==> src/rtl/iel_pkg.sv <==
package iel_pkg;

    // ------------------------------------------------------------------
    // Bus and register map
    // ------------------------------------------------------------------
    localparam int          ADDR_W          = 8;
    localparam logic [7:0]  OFF_STATUS      = 8'h00;
    localparam logic [7:0]  OFF_MASK        = 8'h04;
    localparam logic [7:0]  OFF_FLAGS       = 8'h08;
    localparam logic [7:0]  OFF_SHIFT_CTRL  = 8'h0C;
    localparam logic [7:0]  OFF_SHIFT_STAT  = 8'h10;
    localparam logic [7:0]  OFF_SHIFT_DATA  = 8'h14;
    localparam logic [7:0]  OFF_ENABLE      = 8'hA8;

    // ------------------------------------------------------------------
    // Enable register fields and reset values
    // ------------------------------------------------------------------
    localparam int          EN_GLOBAL_BIT   = 7;
    localparam int          EN_RSVD_BIT     = 6;
    localparam int          NUM_SRC         = 6;
    localparam logic [7:0]  EN_RESET        = 8'h00;
    localparam logic [7:0]  EN_IMPL_MASK    = 8'hBF;
    localparam logic [5:0]  STATUS_RESET    = 6'h00;
    localparam logic [5:0]  MASK_RESET      = 6'h00;

    // Source flag register fields.
    localparam int          FLG_T0_OVF      = 0;
    localparam int          FLG_T1_OVF      = 1;
    localparam int          FLG_T2_OVF      = 2;
    localparam int          FLG_T2_CAP      = 3;
    localparam int          NUM_FLG         = 4;
    localparam logic [3:0]  FLAGS_RESET     = 4'h0;

    // ------------------------------------------------------------------
    // Machine cycle timing: six states of two phases, one clock each
    // ------------------------------------------------------------------
    localparam int          MCYC_CLKS       = 12;
    localparam logic [3:0]  SLOT_LAST       = 4'(MCYC_CLKS - 1);
    localparam logic [3:0]  SLOT_STATE2_PH2 = 4'h3;
    localparam logic [3:0]  SLOT_STATE5_PH2 = 4'h9;
    localparam logic [3:0]  SLOT_POLL       = 4'h9;

    // Vector numbers, in the order of the fixed selection.
    localparam logic [2:0]  VEC_PIN0        = 3'h0;
    localparam logic [2:0]  VEC_TIMER0      = 3'h1;
    localparam logic [2:0]  VEC_PIN1        = 3'h2;
    localparam logic [2:0]  VEC_TIMER1      = 3'h3;
    localparam logic [2:0]  VEC_SERIAL      = 3'h4;
    localparam logic [2:0]  VEC_TIMER2      = 3'h5;

    // Requests in enable register bit order.
    typedef struct packed {
        logic timer2;
        logic serial;
        logic timer1;
        logic pin1;
        logic timer0;
        logic pin0;
    } iel_req_t;

    typedef struct packed {
        logic        req;
        logic [2:0]  vec;
    } iel_cpu_t;

endpackage

==> src/rtl/iel_top.sv <==
`timescale 1ns/1ps
module iel_top (
    // Clock and reset
    input  wire logic                       pclk,
    input  wire logic                       presetn,
    // APB slave
    input  wire logic                       psel,
    input  wire logic                       penable,
    input  wire logic                       pwrite,
    input  wire logic [iel_pkg::ADDR_W-1:0] paddr,
    input  wire logic [31:0]                pwdata,
    output logic      [31:0]                prdata,
    output logic                            pready,
    output logic                            pslverr,
    // Interrupt sources
    input  wire logic                       pin_irq0_n,
    input  wire logic                       pin_irq1_n,
    input  wire logic                       timer0_overflow,
    input  wire logic                       timer1_overflow,
    input  wire logic                       timer2_overflow,
    input  wire logic                       timer2_capture,
    input  wire logic                       uart_rx_flag,
    input  wire logic                       uart_tx_flag,
    input  wire logic                       shift_done,
    // CPU core side
    output logic                            cpu_irq_req,
    output logic      [2:0]                 cpu_irq_vec,
    // Event interrupt
    output logic                            irq
);

    // ------------------------------------------------------------------
    // Declarations
    // ------------------------------------------------------------------
    logic [7:0]                       en_r;
    logic [iel_pkg::NUM_SRC-1:0]      mask_r;
    logic [iel_pkg::NUM_SRC-1:0]      status_q;
    logic [iel_pkg::NUM_SRC-1:0]      status_set;
    logic [iel_pkg::NUM_SRC-1:0]      status_clr;
    logic [iel_pkg::NUM_FLG-1:0]      flags_q;
    logic [iel_pkg::NUM_FLG-1:0]      flags_set;
    logic [iel_pkg::NUM_FLG-1:0]      flags_clr;
    logic                             shift_done_q;
    logic                             shift_irq_en_r;
    logic                             shift_armed_r;
    logic                             shift_clr;
    logic [3:0]                       slot_r;
    logic                             t0_pend_r;
    logic                             t1_pend_r;
    logic                             t2_pend_r;
    logic                             pready_r;
    logic [31:0]                      prdata_r;
    logic                             pslverr_r;
    iel_pkg::iel_cpu_t                cpu_r;
    logic                             irq_r;
    logic                             wr_fire;
    logic                             rd_fire;
    logic                             poll;
    iel_pkg::iel_req_t                raw_w;
    iel_pkg::iel_req_t                req_w;
    logic [2:0]                       first_w;
    logic [31:0]                      rdata_nxt;
    logic                             rerr_nxt;

    assign wr_fire = psel & penable & pready_r & pwrite;
    assign rd_fire = psel & penable & pready_r & ~pwrite;
    assign poll    = (slot_r == iel_pkg::SLOT_POLL);

    // ------------------------------------------------------------------
    // Machine cycle slot counter
    // ------------------------------------------------------------------
    always_ff @(posedge pclk or negedge presetn) begin
        if (!presetn) begin
            slot_r <= 4'h0;
        end else if (slot_r == iel_pkg::SLOT_LAST) begin
            slot_r <= 4'h0;
        end else begin
            slot_r <= slot_r + 4'h1;
        end
    end

    // ------------------------------------------------------------------
    // Timer flags
    // ------------------------------------------------------------------
    // An overflow pulse is held until its flag slot comes round.
    always_ff @(posedge pclk or negedge presetn) begin
        if (!presetn) begin
            t0_pend_r <= 1'b0;
            t1_pend_r <= 1'b0;
            t2_pend_r <= 1'b0;
        end else begin
            t0_pend_r <= timer0_overflow | (t0_pend_r & (slot_r != iel_pkg::SLOT_STATE5_PH2));
            t1_pend_r <= timer1_overflow | (t1_pend_r & (slot_r != iel_pkg::SLOT_STATE5_PH2));
            t2_pend_r <= timer2_overflow | (t2_pend_r & (slot_r != iel_pkg::SLOT_STATE2_PH2));
        end
    end

    always_comb begin
        flags_set = '0;
        flags_set[iel_pkg::FLG_T0_OVF] = t0_pend_r & (slot_r == iel_pkg::SLOT_STATE5_PH2);
        flags_set[iel_pkg::FLG_T1_OVF] = t1_pend_r & (slot_r == iel_pkg::SLOT_STATE5_PH2);
        flags_set[iel_pkg::FLG_T2_OVF] = t2_pend_r & (slot_r == iel_pkg::SLOT_STATE2_PH2);
        flags_set[iel_pkg::FLG_T2_CAP] = timer2_capture;
    end

    assign flags_clr = (wr_fire && paddr == iel_pkg::OFF_FLAGS) ?
                       pwdata[iel_pkg::NUM_FLG-1:0] : '0;

    iel_sticky #(.W(iel_pkg::NUM_FLG)) u_flags (
        .pclk    (pclk),
        .presetn (presetn),
        .set     (flags_set),
        .clr     (flags_clr),
        .q       (flags_q)
    );

    // ------------------------------------------------------------------
    // Shift port completion flag
    // ------------------------------------------------------------------
    // status read arms, data access clears
    always_ff @(posedge pclk or negedge presetn) begin
        if (!presetn) begin
            shift_armed_r <= 1'b0;
        end else if (!shift_done_q || shift_clr) begin
            shift_armed_r <= 1'b0;
        end else if (rd_fire && paddr == iel_pkg::OFF_SHIFT_STAT) begin
            shift_armed_r <= 1'b1;
        end
    end

    assign shift_clr = shift_armed_r & psel & penable & pready_r &
                       (paddr == iel_pkg::OFF_SHIFT_DATA);

    iel_sticky #(.W(1)) u_shift (
        .pclk    (pclk),
        .presetn (presetn),
        .set     (shift_done),
        .clr     (shift_clr),
        .q       (shift_done_q)
    );

    // ------------------------------------------------------------------
    // Enable, mask and shift control registers
    // ------------------------------------------------------------------
    always_ff @(posedge pclk or negedge presetn) begin
        if (!presetn) begin
            en_r <= iel_pkg::EN_RESET;
        end else if (wr_fire && paddr == iel_pkg::OFF_ENABLE) begin
            en_r <= pwdata[7:0] & iel_pkg::EN_IMPL_MASK;
        end
    end

    always_ff @(posedge pclk or negedge presetn) begin
        if (!presetn) begin
            mask_r <= iel_pkg::MASK_RESET;
        end else if (wr_fire && paddr == iel_pkg::OFF_MASK) begin
            mask_r <= pwdata[iel_pkg::NUM_SRC-1:0];
        end
    end

    always_ff @(posedge pclk or negedge presetn) begin
        if (!presetn) begin
            shift_irq_en_r <= 1'b0;
        end else if (wr_fire && paddr == iel_pkg::OFF_SHIFT_CTRL) begin
            shift_irq_en_r <= pwdata[0];
        end
    end

    // ------------------------------------------------------------------
    // Request forming and selection
    // ------------------------------------------------------------------
    always_comb begin
        raw_w.pin0   = ~pin_irq0_n;
        raw_w.timer0 = flags_q[iel_pkg::FLG_T0_OVF];
        raw_w.pin1   = ~pin_irq1_n;
        raw_w.timer1 = flags_q[iel_pkg::FLG_T1_OVF];
        raw_w.serial = uart_rx_flag | uart_tx_flag | (shift_done_q & shift_irq_en_r);
        raw_w.timer2 = flags_q[iel_pkg::FLG_T2_OVF] | flags_q[iel_pkg::FLG_T2_CAP];
    end

    assign req_w = en_r[iel_pkg::EN_GLOBAL_BIT] ? (raw_w & en_r[iel_pkg::NUM_SRC-1:0]) : '0;

    always_comb begin
        first_w = iel_pkg::VEC_PIN0;
        for (int i = iel_pkg::NUM_SRC - 1; i >= 0; i--) begin
            if (req_w[i]) begin
                first_w = 3'(i);
            end
        end
    end

    // sampled at the poll slot only
    always_ff @(posedge pclk or negedge presetn) begin
        if (!presetn) begin
            cpu_r <= '0;
        end else if (poll) begin
            cpu_r.req <= |req_w;
            cpu_r.vec <= first_w;
        end
    end

    assign cpu_irq_req = cpu_r.req;
    assign cpu_irq_vec = cpu_r.vec;

    // ------------------------------------------------------------------
    // Event status and interrupt output
    // ------------------------------------------------------------------
    assign status_set = poll ? req_w : '0;
    assign status_clr = (wr_fire && paddr == iel_pkg::OFF_STATUS) ?
                        pwdata[iel_pkg::NUM_SRC-1:0] : '0;

    iel_sticky #(.W(iel_pkg::NUM_SRC)) u_status (
        .pclk    (pclk),
        .presetn (presetn),
        .set     (status_set),
        .clr     (status_clr),
        .q       (status_q)
    );

    always_ff @(posedge pclk or negedge presetn) begin
        if (!presetn) begin
            irq_r <= 1'b0;
        end else begin
            irq_r <= |(status_q & mask_r);
        end
    end

    assign irq = irq_r;

    // ------------------------------------------------------------------
    // APB read path
    // ------------------------------------------------------------------
    always_comb begin
        rdata_nxt = 32'h0000_0000;
        rerr_nxt  = 1'b0;
        case (paddr)
            iel_pkg::OFF_STATUS:     rdata_nxt[iel_pkg::NUM_SRC-1:0] = status_q;
            iel_pkg::OFF_MASK:       rdata_nxt[iel_pkg::NUM_SRC-1:0] = mask_r;
            iel_pkg::OFF_FLAGS:      rdata_nxt[iel_pkg::NUM_FLG-1:0] = flags_q;
            iel_pkg::OFF_SHIFT_CTRL: rdata_nxt[0] = shift_irq_en_r;
            iel_pkg::OFF_SHIFT_STAT: rdata_nxt[0] = shift_done_q;
            iel_pkg::OFF_SHIFT_DATA: rdata_nxt = 32'h0000_0000;
            iel_pkg::OFF_ENABLE:     rdata_nxt[7:0] = en_r;
            default:                 rerr_nxt = 1'b1;
        endcase
    end

    // The answer is prepared in the setup cycle and given one access cycle later.
    always_ff @(posedge pclk or negedge presetn) begin
        if (!presetn) begin
            pready_r  <= 1'b0;
            prdata_r  <= 32'h0000_0000;
            pslverr_r <= 1'b0;
        end else begin
            pready_r  <= psel & ~penable;
            prdata_r  <= (psel & ~penable & ~pwrite) ? rdata_nxt : 32'h0000_0000;
            pslverr_r <= psel & ~penable & rerr_nxt;
        end
    end

    assign pready  = pready_r;
    assign prdata  = prdata_r;
    assign pslverr = pslverr_r;
endmodule // iel_top

==> src/rtl/iel_sticky.sv <==
`timescale 1ns/1ps
module iel_sticky #(
    parameter int W = 1
) (
    // Clock and reset
    input  wire logic          pclk,
    input  wire logic          presetn,
    // Set and clear
    input  wire logic [W-1:0]  set,
    input  wire logic [W-1:0]  clr,
    // Held bits
    output logic      [W-1:0]  q
);

    // A set in the same cycle as a clear wins.
    always_ff @(posedge pclk or negedge presetn) begin
        if (!presetn) begin
            q <= '0;
        end else begin
            q <= (q & ~clr) | set;
        end
    end

endmodule // iel_sticky

==> config.mk <==
export PLATFORM = sky130hd
export DESIGN_NAME = iel_top
export DESIGN_NICKNAME = d
export VERILOG_FILES = /design/src/rtl/iel_pkg.sv /design/src/rtl/iel_top.sv /design/src/rtl/iel_sticky.sv
export SDC_FILE = /design/constraint.sdc
export NUM_CORES = 1
export LEC_CHECK = 0
export BUFFER_PORTS_ARGS = -buffer_cell sky130_fd_sc_hd__buf_4
export CAP_MARGIN = 20
export CORE_MARGIN = 2
export CORE_UTILIZATION = 38
export CTS_BUF_LIST = sky130_fd_sc_hd__clkbuf_4
export CTS_CLUSTER_DIAMETER = 120
export DETAILED_ROUTE_END_ITERATION = 16
export MAX_ROUTING_LAYER = met4
export RECOVER_POWER = 50
export SKIP_CTS_REPAIR_TIMING = 1
export SYNTH_ARGS = -nofsm -noshare
export SYNTH_HDL_FRONTEND = slang
export SYNTH_HIERARCHICAL = 1
export SYNTH_SLANG_ARGS = --single-unit
==> constraint.sdc <==
create_clock -name pclk -period 4.4 [get_ports pclk]
set_input_delay 0.88 -clock pclk [delete_from_list [all_inputs] [get_ports pclk]]
set_output_delay 0.88 -clock pclk [all_outputs]
set_load 0.02 [all_outputs]
* After elaboration in Yosys (flattened, before gate mapping)
Index checks and enable logic that the tools add are counted.
Word-level totals: bits in registers 48, input bits 54, word-level logic and storage cells 100
Operators by class: $add $sub $neg 1, equal/unequal tests 11, multiplexer cells 19, bitwise logic cells 39, reduce and logical (&&, ||, !) cells 13
Operators by type and width (number):
- $and 1x1->1 | 19
- $and 6x6->6 | 3
- $mux 3 | 6
- $mux 6 | 3
- $eq 8x4->1 const B | 2
- $eq 8x5->1 const B | 2
- $pmux 3 s4 | 1
- $reduce_or 6->1 | 2
- $eq 4x4->1 const B | 2
- $eq 8x3->1 const B | 1
- $eq 8x8->1 const B | 1
- $logic_not 8->1 | 1
- $mux 4 | 2
- $mux 8 | 1
- $or 1x1->1 | 7
- $reduce_or 7->1 | 1
- $logic_and 1x1->1 | 6
- $not 6->6 | 1
- $or 6x6->6 | 1
- $pmux 1 s6 | 1
- $pmux 2 s3 | 1
- $not 1->1 | 5
- $add 4x1->4 const B | 1
- $and 4x4->4 | 1
- 10 further kinds | 12

* Logic depth before layout (Yosys ltp)
depth after elaboration 10, depth in mapped cells 7, depth with buffers taken out 6

* By module
The synthesis kept the hierarchy.
By module, submodules not included:
- iel_top | instances 1, cells each 215, area each 2095.8 µm², sequential area each 900.9 µm²
- iel_sticky (u_status) | instances 1, cells each 18, area each 217.7 µm², sequential area each 150.1 µm²
- iel_sticky (u_flags) | instances 1, cells each 12, area each 145.1 µm², sequential area each 100.1 µm²
- iel_sticky (u_shift) | instances 1, cells each 3, area each 36.3 µm², sequential area each 25.0 µm²

* Least setup slack after synthesis
OpenSTA, ideal clock, no wires.
path type input port to flip-flop, from input port paddr[4] (netlist bit), to register mask_r[0] (netlist bit), library setup time 0.125 ns, arrival time 2.722 ns, setup slack 1.553 ns, cell stages on the path 6, buffers on the path 2, cells stage by stage or4_1 > buf_2 > or3b_4 > or3b_1 > buf_6 > mux2_4
On the way: word-level cells in the longest chain between the ends 2
Ends and longest elaborated chain:
- start, declared | line iel_top.sv:10 | input wire logic [iel_pkg::ADDR_W-1:0] paddr,
- $eq 8x3->1 | line iel_top.sv:156 | end else if (wr_fire && paddr == iel_pkg::OFF_MASK) begin
- $logic_and 1x1->1 | line iel_top.sv:156
- end signal, assigned | line iel_top.sv:155 | mask_r <= iel_pkg::MASK_RESET;
- end signal, assigned | line iel_top.sv:157 | mask_r <= pwdata[iel_pkg::NUM_SRC-1:0];
- end, declared | line iel_top.sv:36 | logic [iel_pkg::NUM_SRC-1:0] mask_r;
No other way between the ends. A chain may end at the register's enable or synchronous reset.

* Worst setup path after layout
from input port paddr[4] (netlist bit), to register u_status.q[1]
On the way: word-level cells in the longest chain between the ends 6
Ends and longest elaborated chain:
- $logic_not 8->1 | line iel_top.sv:209 | assign status_clr = (wr_fire && paddr == iel_pkg::OFF_STATUS) ?
- $logic_and 1x1->1 | line iel_top.sv:209
- $mux 6 | line iel_top.sv:209
- via status_clr (one bit) | line iel_top.sv:39 | logic [iel_pkg::NUM_SRC-1:0] status_clr;
- $not 6->6 | line iel_sticky.sv:20 | q <= (q & ~clr) | set;
- $and 6x6->6 | line iel_sticky.sv:20
- $or 6x6->6 | line iel_sticky.sv:20
- end signal, assigned | line iel_sticky.sv:20
- end, declared | line iel_sticky.sv:12 | output logic [W-1:0] q
The timed path passes the listed nets, and every way through them passes these cells.

==> flow_summary_export.csv <==
group,metric,value,unit
drt,drt_pre_antenna_iters,4,
cts,clock_path_buffers,2,
drt,drt_iter0_drc,70,
global_routing,grt_antenna_before_repair,0,
pwr,p_int,0.576,mW
placement,portBuffers,42,
pwr,seqPwrFrac,0.572,
timing,final-max-slew-violation-count,48,
worst_setup_path,r2r_end,"u_status/q[1]",
pwr,sw_frac_of_total,0.245,
floorplanning,dieWidth,85.0,um
synth,synth.distinct_cells,45,
worst_setup_path,crit_fanout,6,
timing,tightest_slew,2530,ps
worst_setup_path,critPathRequiredTime,4680,ps
finish,diodes,0,
worst_setup_path,reg2reg_from,"pready",
synth,synthCells,248,
finish,final_common_cell,"dfrtp_1",
worst_setup_path,cp.arrival,3080,ps
timing,hold_viol_final,0,
timing,setup_viol,0,
floorplanning,rows,29,
synth,synthArstFlopShare,1.00,
floorplanning,coreArea,6350,um^2
synth,synth_seq_cells,47,
hold_path,hold_class,"register to register",
finish,register_area,1180,um^2
finish,syn_to_final_growth,14.2,%
floorplanning,io-pin-count,93,
placement,gp_congestion,0.851,
drt,drt.antenna.violating_nets,0,
worst_setup_path,endpoint_kind,"register",
placement,hpwl,3890,um
timing,fin_crit_sh,0.636,
worst_setup_path,r2r_cells,6,
floorplanning,start_util,0.393,
pwr,peakVddDrop,0.000157,V
synth,seq_area_frac_synth,0.471,
global_routing,grt_pass1_vias,1733,
pwr,power_leakage,1.39,nW
synth,synth_ff_type,"dfrtp_1",
finish,fill_cells,620,
finish,multi_input_area,1110,um^2
cts,clock_latency,370,ps
finish,fin_util,0.449,
run_status,status,"complete, but fails checks",
cts,cts_inserted_buffers,5,
finish,mostFrequentLayoutCells,"47 x dfrtp_1, 41 x buf_4, 25 x conb_1",
worst_setup_path,critPathKind,"input port to register",
cts,clk_pin_slew,140,ps
drt,via_per_inst,4.80,
timing,clock.fmax,0.357,GHz
pwr,clock_power_share,0.337,
drt,via_count,1761,
synth,syn_area_per_cell,10.1,um^2
cts,cts_tree,"yes",
finish,drive_gt1_frac,0.238,
timing,fin_skew,9.50,ps
worst_setup_path,critPathLaunchType,"input port",
cts,cts_max_level,2,
finish,fin_nets,345,
drt,routed_wl,5160,um
synth,yosys_warnings,6,
run_status,violations,"capacitance limit, slew limit",
worst_setup_path,startpoint,"paddr[4]",
global_routing,grt_max_degree,48,
pwr,comb_power_share,0.091,
drt,drc,0,
floorplanning,dieArea,7230,um^2
floorplanning,die_h,85.0,um
timing,fin_crit,2800,ps
synth,synthesis.area,2490,um^2
global_routing,overflow,0,
timing,fin_setup_tns,0,ps
worst_setup_path,r2r_slack,2310,ps
global_routing,grt_pass1_wl,8430,um
worst_setup_path,critPathCapture,"u_status/q[1]",
synth,synth_edf_count,0,
drt,drt-wirelength-per-cell,14.1,um
pwr,p_switching,0.187,mW
global_routing,grt_use_total,0.153,
cts,cts.sinks,47,
timing,rsz0062_at_grt,"no",
pwr,power.density,268,nW/um^2
job,cap_violations,1,
timing,slew_headroom,-0.687,
cts,cts_root_buffer,"clkbuf_4",
[synth_stat cells (all sizes together), types with 2 or more instances]
cell | n | area [um^2]
and2 | 14 | 87.6
buf | 29 | 213
a211oi | 2 | 15.0
nor3 | 7 | 35.0
clkbuf | 4 | 15.0
nor2 | 19 | 71.3
a21o | 14 | 105
nor2b | 3 | 18.8
or3b | 2 | 20.0
nand2 | 18 | 67.6
o21ai | 8 | 40.0
ha | 2 | 25.0
mux2i | 3 | 30.0
nand2b | 5 | 31.3
inv | 18 | 67.6
a21oi | 5 | 25.0
a22oi | 5 | 37.5
mux2 | 16 | 203
nand3 | 4 | 20.0
and3 | 5 | 31.3
dfrtp | 47 | 1180
[worst min-delay path by stage]
stage / depth (start not counted) / slack, ps / endpoint / from
after global routing: 1 / 510 / t1_pend_r / t1_pend_r
after CTS: 1 / 490 / t0_pend_r / t0_pend_r
after detailed placement: 1 / 460 / t0_pend_r / t0_pend_r
after floorplan: 1 / 440 / t0_pend_r / t0_pend_r
after global placement: 1 / 450 / t0_pend_r / t0_pend_r
final: 1 / 490 / t0_pend_r / t0_pend_r
[through the flow]
step	cells	instance area, um^2	setup WS (ps)	power [mW]	hold WS (ps)
floorplan	272	2580	1550	0.496	441
global placement	359	2780	1280	0.515	453
detailed placement	359	2780	1190	0.516	463
CTS	367	2850	1610	0.776	494
global route	367	2850	1220	0.795	508
finish	367	2850	1600	0.763	489
[layout make-up]
cell class / count / area share
tap: 77 / 0.0338
inverter: 18 / 0.0237
multi-input combinational: 174 / 0.391
sequential: 47 / 0.413
clock buffer: 5 / 0.0132
clock inverter: 3 / 0.0136
timing repair buffer: 43 / 0.112
[layer usage]
layer	global-route usage	share of wire
met2	0.239	0.47
met5	-	0
met1	0.202	0.47
met4	0.0476	0.014
met3	0.0311	0.051
[power by group through the flow]
stage | clock network (mW) | registers (mW) | logic (mW)
floorplan | 0 | 0.445 | 0.0509
global placement | 0 | 0.445 | 0.0703
detailed placement | 0 | 0.445 | 0.0710
CTS | 0.268 | 0.437 | 0.0711
global route | 0.281 | 0.437 | 0.0770
finish | 0.257 | 0.437 | 0.0697
[kinds of logic after synthesis]
family	Yosys count	share of synthesized area
adder cells (fa/ha/maj)	2	0.0100
AO/OA/AOI/OAI	42	0.118
flip-flops	47	0.471
XOR/XNOR	1	0.00351
multiplexers	20	0.102
other	1	0.00150
buffers and inverters	51	0.118
AND/OR/NAND/NOR	84	0.175
[critical path, cell delays in order]
cell and delay, ps:
buf_4 110, or4_1 630, or3b_4 460, nor3_1 570, and2_1 220, inv_1 40
a21o_1 170
[sequential cells by signal, indices dropped and copies added, names as in the netlist]
register        cells
cpu_irq_vec         3
shift_irq_en_r      1
en_r                7
irq                 1
pslverr             1
u_flags/q           4
t1_pend_r           1
mask_r              6
prdata              7
shift_armed_r       1
u_shift/q           1
t0_pend_r           1
slot_r              4
u_status/q          6
pready              1
t2_pend_r           1
cpu_irq_req         1
(Power assumes the default switching activity.)
